File: src/rtl/dpt_pkg.sv
package dpt_pkg;

    // register indexes; byte address is four times the index
    localparam logic [7:0] DPT_IDX_RUN   = 8'h20; // run control
    localparam logic [7:0] DPT_IDX_MODE0 = 8'h22; // channel 0 mode
    localparam logic [7:0] DPT_IDX_MODE1 = 8'h23; // channel 1 mode
    localparam logic [7:0] DPT_IDX_FFCR  = 8'h24; // output flop control
    localparam logic [7:0] DPT_IDX_STAT  = 8'h25; // counters and flops
    localparam logic [7:0] DPT_IDX_CMP0  = 8'h26; // channel 0 compare
    localparam logic [7:0] DPT_IDX_CMP1  = 8'h27; // channel 1 compare

    localparam logic [7:0] DPT_ADR_RUN   = {DPT_IDX_RUN[5:0],   2'h0};
    localparam logic [7:0] DPT_ADR_MODE0 = {DPT_IDX_MODE0[5:0], 2'h0};
    localparam logic [7:0] DPT_ADR_MODE1 = {DPT_IDX_MODE1[5:0], 2'h0};
    localparam logic [7:0] DPT_ADR_FFCR  = {DPT_IDX_FFCR[5:0],  2'h0};
    localparam logic [7:0] DPT_ADR_STAT  = {DPT_IDX_STAT[5:0],  2'h0};
    localparam logic [7:0] DPT_ADR_CMP0  = {DPT_IDX_CMP0[5:0],  2'h0};
    localparam logic [7:0] DPT_ADR_CMP1  = {DPT_IDX_CMP1[5:0],  2'h0};

    // run control fields
    localparam int DPT_RUN_CH0_BIT = 0;
    localparam int DPT_RUN_CH1_BIT = 1;
    localparam int DPT_RUN_PRE_BIT = 7;

    // mode register fields
    localparam int DPT_MODE_CLK_LSB    = 0; // 2 bits, count clock
    localparam int DPT_MODE_WID_LSB    = 2; // 2 bits, overflow width n
    localparam int DPT_MODE_IRQSEL_BIT = 5; // 1 = irq on match
    localparam int DPT_MODE_SEL_BIT    = 6; // 0 = pwm, 1 = interval
    localparam int DPT_MODE_BUFEN_BIT  = 7; // shadow buffer enable

    // output flop control fields, one nibble per channel
    localparam int DPT_FFCR_STRIDE  = 4;
    localparam int DPT_FFCR_TRG_LSB = 0; // 2 bits
    localparam int DPT_FFCR_TOG_BIT = 2;

    // reset values
    localparam logic [7:0] DPT_RST_BYTE = 8'h00;
    localparam logic [5:0] DPT_RST_PRE  = 6'h00;

    // count clock selections
    localparam logic [1:0] DPT_CLK_DIV4  = 2'h0;
    localparam logic [1:0] DPT_CLK_DIV16 = 2'h1;

    // prescaler tap masks: fc/2 then 2, 8 and 32 more gives 4, 16, 64
    localparam logic [5:0] DPT_MASK_DIV4  = 6'h03;
    localparam logic [5:0] DPT_MASK_DIV16 = 6'h0F;
    localparam logic [5:0] DPT_MASK_DIV64 = 6'h3F;

    // overflow width codes and the 2^n-1 tops
    localparam logic [1:0] DPT_WID_6 = 2'h1;
    localparam logic [1:0] DPT_WID_7 = 2'h2;
    localparam logic [7:0] DPT_TOP_6 = 8'h3F;
    localparam logic [7:0] DPT_TOP_7 = 8'h7F;
    localparam logic [7:0] DPT_TOP_8 = 8'hFF;

    // flop trigger field codes
    localparam logic [1:0] DPT_TRG_CLR       = 2'h0; // write clears flop
    localparam logic [1:0] DPT_TRG_SET       = 2'h1; // write sets flop
    localparam logic [1:0] DPT_TRG_MSET_OCLR = 2'h2; // match set, ovf clr
    localparam logic [1:0] DPT_TRG_MCLR_OSET = 2'h3; // match clr, ovf set

    // whole block state
    typedef struct packed {
        logic [5:0]       pre;     // prescaler
        logic [7:0]       run;     // run control
        logic [1:0][7:0]  mode;    // mode registers
        logic [7:0]       ffcr;    // flop control
        logic [1:0][7:0]  cnt;     // up-counters
        logic [1:0][7:0]  cmp;     // active compare values
        logic [1:0][7:0]  buff;    // shadow buffers
        logic [1:0]       flop;    // output flops
        logic [1:0]       irq;     // interrupt pulses
        logic             pready;  // apb ready
        logic             pslverr; // apb error
        logic [31:0]      prdata;  // apb read data
    } dpt_state_type;

endpackage : dpt_pkg

File: src/rtl/dpt_top.sv
`timescale 1ns/10ps

module dpt_top
    import dpt_pkg::*;
(
    input  wire logic        pclk,
    input  wire logic        presetn,
    input  wire logic        psel,
    input  wire logic        penable,
    input  wire logic        pwrite,
    input  wire logic [7:0]  paddr,
    input  wire logic [31:0] pwdata,
    output logic      [31:0] prdata,
    output logic             pready,
    output logic             pslverr,
    output logic             chan0_output_pin,
    output logic             chan1_output_pin,
    output logic             chan0_timer_irq,
    output logic             chan1_timer_irq
);

    dpt_state_type s_q;    // registered state
    dpt_state_type s_d;    // next state
    logic [1:0]    tick;   // per channel count enable
    logic [1:0]    match;  // comparator outputs
    logic [1:0]    ovf;    // 2^n-1 reached
    logic [1:0]    step;   // counting this cycle
    logic [1:0]    intv;   // channel in interval mode
    logic [7:0]    top [2];// overflow value per channel
    logic          wr_acc; // write completes this edge
    logic          setup;  // setup phase seen

    // apb phases; a transfer completes when ready is already up
    assign setup  = psel && !penable && !s_q.pready;
    assign wr_acc = psel && penable && s_q.pready && pwrite;

    // per channel decode of taps, tops and events
    always_comb begin
        for (int i = 0; i < 2; i++) begin
            // taps are enables, never clocks
            if (s_q.mode[i][DPT_MODE_CLK_LSB +: 2] == DPT_CLK_DIV4) begin
                tick[i] = (s_q.pre & DPT_MASK_DIV4) == DPT_MASK_DIV4;
            end else if (s_q.mode[i][DPT_MODE_CLK_LSB +: 2]
                         == DPT_CLK_DIV16) begin
                tick[i] = (s_q.pre & DPT_MASK_DIV16) == DPT_MASK_DIV16;
            end else begin
                // codes 2 and 3 both take the slowest tap
                tick[i] = (s_q.pre & DPT_MASK_DIV64) == DPT_MASK_DIV64;
            end
            // width code 0 behaves as 8 bits
            if (s_q.mode[i][DPT_MODE_WID_LSB +: 2] == DPT_WID_6) begin
                top[i] = DPT_TOP_6;
            end else if (s_q.mode[i][DPT_MODE_WID_LSB +: 2] == DPT_WID_7) begin
                top[i] = DPT_TOP_7;
            end else begin
                top[i] = DPT_TOP_8;
            end
            intv[i]  = s_q.mode[i][DPT_MODE_SEL_BIT];
            // a stopped prescaler yields no tick
            step[i]  = tick[i] && s_q.run[DPT_RUN_PRE_BIT]
                       && s_q.run[i];
            match[i] = step[i] && (s_q.cnt[i] == s_q.cmp[i]);
            ovf[i]   = step[i] && !intv[i] && (s_q.cnt[i] == top[i]);
        end
    end

    // next state: prescaler, channels, registers, bus
    always_comb begin
        s_d         = s_q;
        s_d.irq     = 2'h0;
        s_d.pready  = 1'b0;
        s_d.pslverr = 1'b0;

        // prescaler runs only with its bit set, else held at zero
        if (s_q.run[DPT_RUN_PRE_BIT]) begin
            s_d.pre = s_q.pre + 6'h01;
        end else begin
            s_d.pre = DPT_RST_PRE;
        end

        for (int i = 0; i < 2; i++) begin
            // counter: stopped channel is held cleared
            if (!s_q.run[i]) begin
                s_d.cnt[i] = DPT_RST_BYTE;
            end else if (step[i]) begin
                if (ovf[i] || (intv[i] && match[i])) begin
                    s_d.cnt[i] = DPT_RST_BYTE;
                end else begin
                    s_d.cnt[i] = s_q.cnt[i] + 8'h01;
                end
            end
            // shadow transfer at period end
            if (s_q.mode[i][DPT_MODE_BUFEN_BIT]
                && (intv[i] ? match[i] : ovf[i])) begin
                s_d.cmp[i] = s_q.buff[i];
            end
            // interrupt source choice
            if (s_q.mode[i][DPT_MODE_IRQSEL_BIT]) begin
                s_d.irq[i] = match[i];
            end else begin
                s_d.irq[i] = ovf[i];
            end
            // output flop
            if (intv[i]) begin
                // toggle on match when enabled
                if (match[i] && s_q.ffcr[i*DPT_FFCR_STRIDE
                                         + DPT_FFCR_TOG_BIT]) begin
                    s_d.flop[i] = !s_q.flop[i];
                end
            end else if (ovf[i]) begin
                // overflow action checked first so it wins
                if (s_q.ffcr[i*DPT_FFCR_STRIDE + DPT_FFCR_TRG_LSB +: 2]
                    == DPT_TRG_MSET_OCLR) begin
                    s_d.flop[i] = 1'b0;
                end else if (s_q.ffcr[i*DPT_FFCR_STRIDE
                                      + DPT_FFCR_TRG_LSB +: 2]
                             == DPT_TRG_MCLR_OSET) begin
                    s_d.flop[i] = 1'b1;
                end
            end else if (match[i]) begin
                if (s_q.ffcr[i*DPT_FFCR_STRIDE + DPT_FFCR_TRG_LSB +: 2]
                    == DPT_TRG_MSET_OCLR) begin
                    s_d.flop[i] = 1'b1;
                end else if (s_q.ffcr[i*DPT_FFCR_STRIDE
                                      + DPT_FFCR_TRG_LSB +: 2]
                             == DPT_TRG_MCLR_OSET) begin
                    s_d.flop[i] = 1'b0;
                end
            end
        end

        // register writes take effect at the completing edge
        if (wr_acc) begin
            unique case (paddr)
                DPT_ADR_RUN: begin
                    s_d.run = pwdata[7:0];
                end
                DPT_ADR_MODE0: begin
                    s_d.mode[0] = pwdata[7:0];
                end
                DPT_ADR_MODE1: begin
                    s_d.mode[1] = pwdata[7:0];
                end
                DPT_ADR_FFCR: begin
                    s_d.ffcr = pwdata[7:0];
                    // codes 0 and 1 force the flop at the write
                    for (int i = 0; i < 2; i++) begin
                        if (pwdata[i*DPT_FFCR_STRIDE + DPT_FFCR_TRG_LSB +: 2]
                            == DPT_TRG_CLR) begin
                            s_d.flop[i] = 1'b0;
                        end else if (pwdata[i*DPT_FFCR_STRIDE
                                            + DPT_FFCR_TRG_LSB +: 2]
                                     == DPT_TRG_SET) begin
                            s_d.flop[i] = 1'b1;
                        end
                    end
                end
                DPT_ADR_CMP0, DPT_ADR_CMP1: begin
                    // buffer always, compare only when unbuffered
                    s_d.buff[paddr[2]] = pwdata[7:0];
                    if (!s_q.mode[paddr[2]][DPT_MODE_BUFEN_BIT]) begin
                        s_d.cmp[paddr[2]] = pwdata[7:0];
                    end
                end
                default: begin
                    // status and unmapped writes change nothing
                end
            endcase
        end

        // read data and ready prepared in the setup cycle
        if (setup) begin
            s_d.pready = 1'b1;
            s_d.prdata = 32'h0000_0000;
            unique case (paddr)
                DPT_ADR_RUN:   s_d.prdata[7:0] = s_q.run;
                DPT_ADR_MODE0: s_d.prdata[7:0] = s_q.mode[0];
                DPT_ADR_MODE1: s_d.prdata[7:0] = s_q.mode[1];
                DPT_ADR_FFCR:  s_d.prdata[7:0] = s_q.ffcr;
                DPT_ADR_STAT:  s_d.prdata[17:0] =
                                   {s_q.flop, s_q.cnt[1], s_q.cnt[0]};
                // compare itself is write only
                DPT_ADR_CMP0:  s_d.prdata[7:0] = s_q.buff[0];
                DPT_ADR_CMP1:  s_d.prdata[7:0] = s_q.buff[1];
                default: begin
                    // unmapped: zero data and an error answer
                    s_d.pslverr = 1'b1;
                end
            endcase
        end
    end

    // single register stage; everything clears at reset
    always_ff @(posedge pclk or negedge presetn) begin
        if (!presetn) begin
            s_q <= '0;
        end else begin
            s_q <= s_d;
        end
    end

    // outputs straight from flops
    assign prdata           = s_q.prdata;
    assign pready           = s_q.pready;
    assign pslverr          = s_q.pslverr;
    assign chan0_output_pin = s_q.flop[0];
    assign chan1_output_pin = s_q.flop[1];
    assign chan0_timer_irq  = s_q.irq[0];
    assign chan1_timer_irq  = s_q.irq[1];
endmodule : dpt_top

File: config.mk
export PLATFORM = sky130hd
export DESIGN_NAME = dpt_top
export DESIGN_NICKNAME = d
export VERILOG_FILES = /design/src/rtl/dpt_pkg.sv /design/src/rtl/dpt_top.sv
export SDC_FILE = /design/constraint.sdc
export NUM_CORES = 1
export LEC_CHECK = 0
export BUFFER_PORTS_ARGS = -buffer_cell sky130_fd_sc_hd__buf_4
export CAP_MARGIN = 20
export CELL_PAD_IN_SITES_DETAIL_PLACEMENT = 1
export CELL_PAD_IN_SITES_GLOBAL_PLACEMENT = 1
export CORE_UTILIZATION = 40
export CTS_CLUSTER_SIZE = 14
export DETAILED_ROUTE_END_ITERATION = 7
export PLACE_DENSITY_LB_ADDON = 0.1
export SYNTH_ARGS = -nofsm -noshare
export SYNTH_HDL_FRONTEND = slang
export SYNTH_SLANG_ARGS = --single-unit
File: constraint.sdc
create_clock -name pclk -period 2.24 [get_ports pclk]
set_input_delay 0.448 -clock pclk [delete_from_list [all_inputs] [get_ports pclk]]
set_output_delay 0.448 -clock pclk [all_outputs]
set_load 0.01 [all_outputs]
---- Word level (Yosys, flattened, before mapping) ----
Cells that the tools add are included.
Widths: inputs -> output; s select.
word-level totals
  memories kept ........................... 0
  output and inout port bits .............. 38
  RAM bits ................................ 0
  memory bits (read-only) ................. 0
  latch bits .............................. 0
  logic and storage cells ................. 145
  register bits ........................... 110
cells by class
  eq/ne operators ......................... 28
  bitwise operators ....................... 0
  div/mod/pow operators ................... 0
  shift operators ......................... 0
  magnitude comparators ................... 2
  reductions and logical operators ........ 41
  multipliers ............................. 0
  add/subtract/negate cells ............... 3
  multiplexer cells ....................... 55
operators with widths
  kind                 number
  $mux 8               15
  $mux 34              2
  $eq 8x8->1 const B   7
  $pmux 8 s7           1
  $bwmux 16            2
  $eq 8x8->1           4
  $mux 32              1
  $mux 1               29
  $logic_and 1x1->1    22
  $add 8x1->8 const B  2
  $mux 16              1
  $eq 2x2->1 const B   7
  $eq 2x1->1 const B   6
  $mux 10              1
  $reduce_and 2->1     5
  $demux 8 s1          1
  $logic_not 2->1      4
  $reduce_or 7->1      1
  $add 6x1->6 const B  1
  $eq 6x6->1 const B   1
  $logic_not 1->1      6
  $mux 6               1
  $eq 4x4->1 const B   1
  $ne 2x1->1 const B   2
  5 further kinds      6

---- Logic depth before layout (Yosys ltp) ----
  word-level depth ........................ 14
  depth in mapped cells ................... 8
  mapped depth without buffers ............ 8

---- Least setup slack after synthesis ----
No wires, ideal clock.
  kind .................................... input to register
  start point ............................. in paddr[3]
  end point ............................... reg with a tool-made name
  slack ................................... 0.198 ns
  library setup time ...................... 0.125 ns
  path buffers ............................ 2
  data arrival time ....................... 1.917 ns
  cell stages on the path ................. 5
  cells stage by stage .................... buf_2 or4b_4 nor3_1 buf_2 mux2_2
RTL lines
  item         RTL line       RTL
  from (decl)  dpt_top.sv:11  input wire logic [7:0] paddr,

==> flow_metrics.py <==
metrics = {
    "cells_and_area": {
        "drive_above_1_share_pct": 27.5,
        "mostFrequentLayoutCells": "dfrtp_1, buf_4, nand2_1",
        "antenna_cells": 0,
        "post-route-util_pct": 47.4,
        "areaGrowthSynthToFinish_pct": 16.2,
        "fin_nets": 678,
        "final_common_cell": "dfrtp_1",
    },
    "sta": {
        "hold_viol_final": 0,
        "setup_viol": 0,
        "rsz0062_at_grt": "false",
        "slew_violations": 0,
        "tightest_slew_ps": 527,
        "fin_crit_sh_pct": 91.9,
        "setup_tns_ps": 0,
        "fin_skew_ps": 9.87,
        "clock.fmax_mhz": 486,
        "relSlewSlack_pct": 64.9,
        "post-route-min-period_ps": 2060,
    },
    "min_path": {
        "hold_class": "in -> async",
    },
    "floorplanning": {
        "initial_utilization_pct": 40.8,
        "rows": 44,
        "die_w_um": 124,
        "io_pins": 83,
        "die_area_sq_um": 15300,
        "core_region_area_sq_um": 14500,
        "die_y_um": 124,
    },
    "routing": {
        "via_count": 4479,
        "drtIter0Drc": 282,
        "ant_nets": 0,
        "vias_per_cell": 5.48,
        "first_pass_iters": 4,
        "routed_wl_mm": 16.2,
        "routedWlPerCell_um": 19.8,
        "post-route-drc-count": 0,
    },
    "grt": {
        "grt_max_degree": 53,
        "grt_first_pass_wirelength_mm": 26.0,
        "grt_pass1_vias": 4623,
        "overflow": 0,
        "antenna_found_initial": 0,
        "grt_usage_pct": 23.2,
    },
    "yosys": {
        "ys_seq_area_share_pct": 46.6,
        "async_reset_ff_share_pct": 100,
        "syn_inst": 565,
        "synthesis.area_sq_um": 5910,
        "avgSynthCellArea_sq_um": 10.5,
        "synth-edff-count": 0,
        "synthTopCellsByArea": "dfrtp_1, mux2_2, buf_4",
        "ys.flop_type": "dfrtp_1",
        "synth_top_cell_area_share_pct": 46.6,
        "synth_top_area_cell": "dfrtp_1",
        "yosysUniqueCellTypes": 68,
        "yosysWarnings": 0,
        "ys_seq_elements": 110,
    },
    "worst_setup_path": {
        "critPathCaptureType": "flop",
        "worst_path_max_delay_cell": "dfrtp_1",
        "ff2ff_setup_slack_ps": 180,
        "critPathMaxStageDelay_ps": 380,
        "cp_common_cell": "buf_4",
        "startpoint_type": "flop",
        "arrival_ps": 2300,
        "path_max_fanout": 8,
        "crit_chain": "ha_2 -> nand2_2 -> nor4_2 -> buf_4 -> nand2_1 -> a21oi_4 -> buf_4 -> mux2i_1 -> a21oi_1",
        "critical_path_class": "reg -> reg",
        "critPathRequiredTime_ps": 2480,
    },
    "clocking": {
        "holdBufCountCts": 0,
        "cts_buffers": 9,
        "cts_max_path_buffers": 2,
        "cts_sinks": 110,
        "clk_latency_ps": 360,
        "cts_max_level": 3,
        "cts_tree": "done",
        "root_buffer": "clkbuf_16",
        "path_clk_slew_ps": 70,
    },
    "place": {
        "dp_hpwl_mm": 12.3,
        "port_buffers": 44,
        "place.gp.congestion": 0.874,
    },
    "power_and_ir_drop": {
        "irDropWorstVdd_mv": 0.373,
        "power_density_nw_per_um2": 570,
        "p_leak_nw": 3.27,
    },
    "flow_run": {
        "max-cap-violations": 0,
    },
    "run_status": {
        "status": "finished, final reports clean",
    },
}
==> cell type report <==
cell class,instances,area [sq um]
fill,1610,7610
clock buffer,13,250
sequential,110,2750
clock inverter,3,67.6
inverter,13,48.8
tap,184,230
timing repair buffer,95,738
multi-input combinational,399,2780
==> worst max-delay path: cells and delay by family (launching register included) <==
family | cells | cell delay, ps
multiplexers | 1 | 170
AO/OA/AOI/OAI | 2 | 340
buffers and inverters | 2 | 380
adder cells (fa/ha/maj) | 1 | 240
flip-flops | 1 | 380
AND/OR/NAND/NOR | 3 | 430
==> worst paths after layout <==
path / from / endpoint / cells past startpoint
setup / recovery: s_q[118]$_DFF_PN0_ / s_q[61]$_DFF_PN0_ / 9
hold / removal: presetn / s_q[118]$_DFF_PN0_ / 1
setup reg to reg: s_q[118]$_DFF_PN0_ / s_q[61]$_DFF_PN0_ / 9
hold reg to reg: s_q[118]$_DFF_PN0_ / s_q[118]$_DFF_PN0_ / 1
max in group asynchronous: presetn / s_q[67]$_DFF_PN0_ / 2
min in group pclk: pwdata[6] / flop / 3
==> metal layers <==
metal / GRT usage (%) / vias to the layer above / part of all wire, %
met5: 0 / - / 0
met4: 7.53 / 0 / 1.4
met3: 3.18 / 16 / 3.8
met2: 35.2 / 99 / 45
met1: 34.0 / 2269 / 50
li1: - / 2095 / -
==> where the power goes <==
part / total [mW] / internal [mW] / switching, mW
Sequential: 2.00 / 1.99 / 0.00639
Combinational: 0.174 / 0.0522 / 0.122
Clock: 1.74 / 1.01 / 0.727
==> synthesized netlist by cell type, drive strengths merged (8+ instances only) <==
| cell type | count |
|---|---|
| nand3 | 27 |
| xor2 | 14 |
| nor2 | 31 |
| nor3 | 12 |
| nor4 | 9 |
| o21ai | 31 |
| inv | 13 |
| buf | 45 |
| xnor2 | 16 |
| clkbuf | 11 |
| mux2i | 13 |
| dfrtp | 110 |
| a21o | 8 |
| nand4 | 12 |
| mux2 | 43 |
| nand2 | 65 |
==> metrics by stage <==
stage	hold slack (ps)	worst slack, ps	std cells	cell area, sq um	total power, mW
6_report	65.6	181	817	6860	3.91
5_1_grt	105	25.7	817	6860	4.05
4_1_cts	75.9	63.1	814	6840	3.96
3_5_place_dp	457	68.2	798	6520	2.21
3_3_place_gp	448	96.6	798	6520	2.21
2_1_floorplan	152	198	578	5950	2.11
==> cell families after synthesis <==
group	share of synthesized area (%)
DFF	46.6
other	0.0635
AOI/OAI and AO/OA	11.7
muxes	10.4
xor gates and xnor gates	4.45
buffers and inverters	7.25
adders and majority gates	1.06
and+or+nand+nor	18.5
==> what timing repair did <==
| action | 4_1_cts | 5_1_grt |
|---|---|---|
| buffers inserted | 0 | 3 |
| hold endpoints to repair | 0 | 0 |
| gates resized for setup | 0 | 2 |
| setup endpoints to repair | 0 | 4 |
Note: power is estimated with default switching activity, not from simulation.
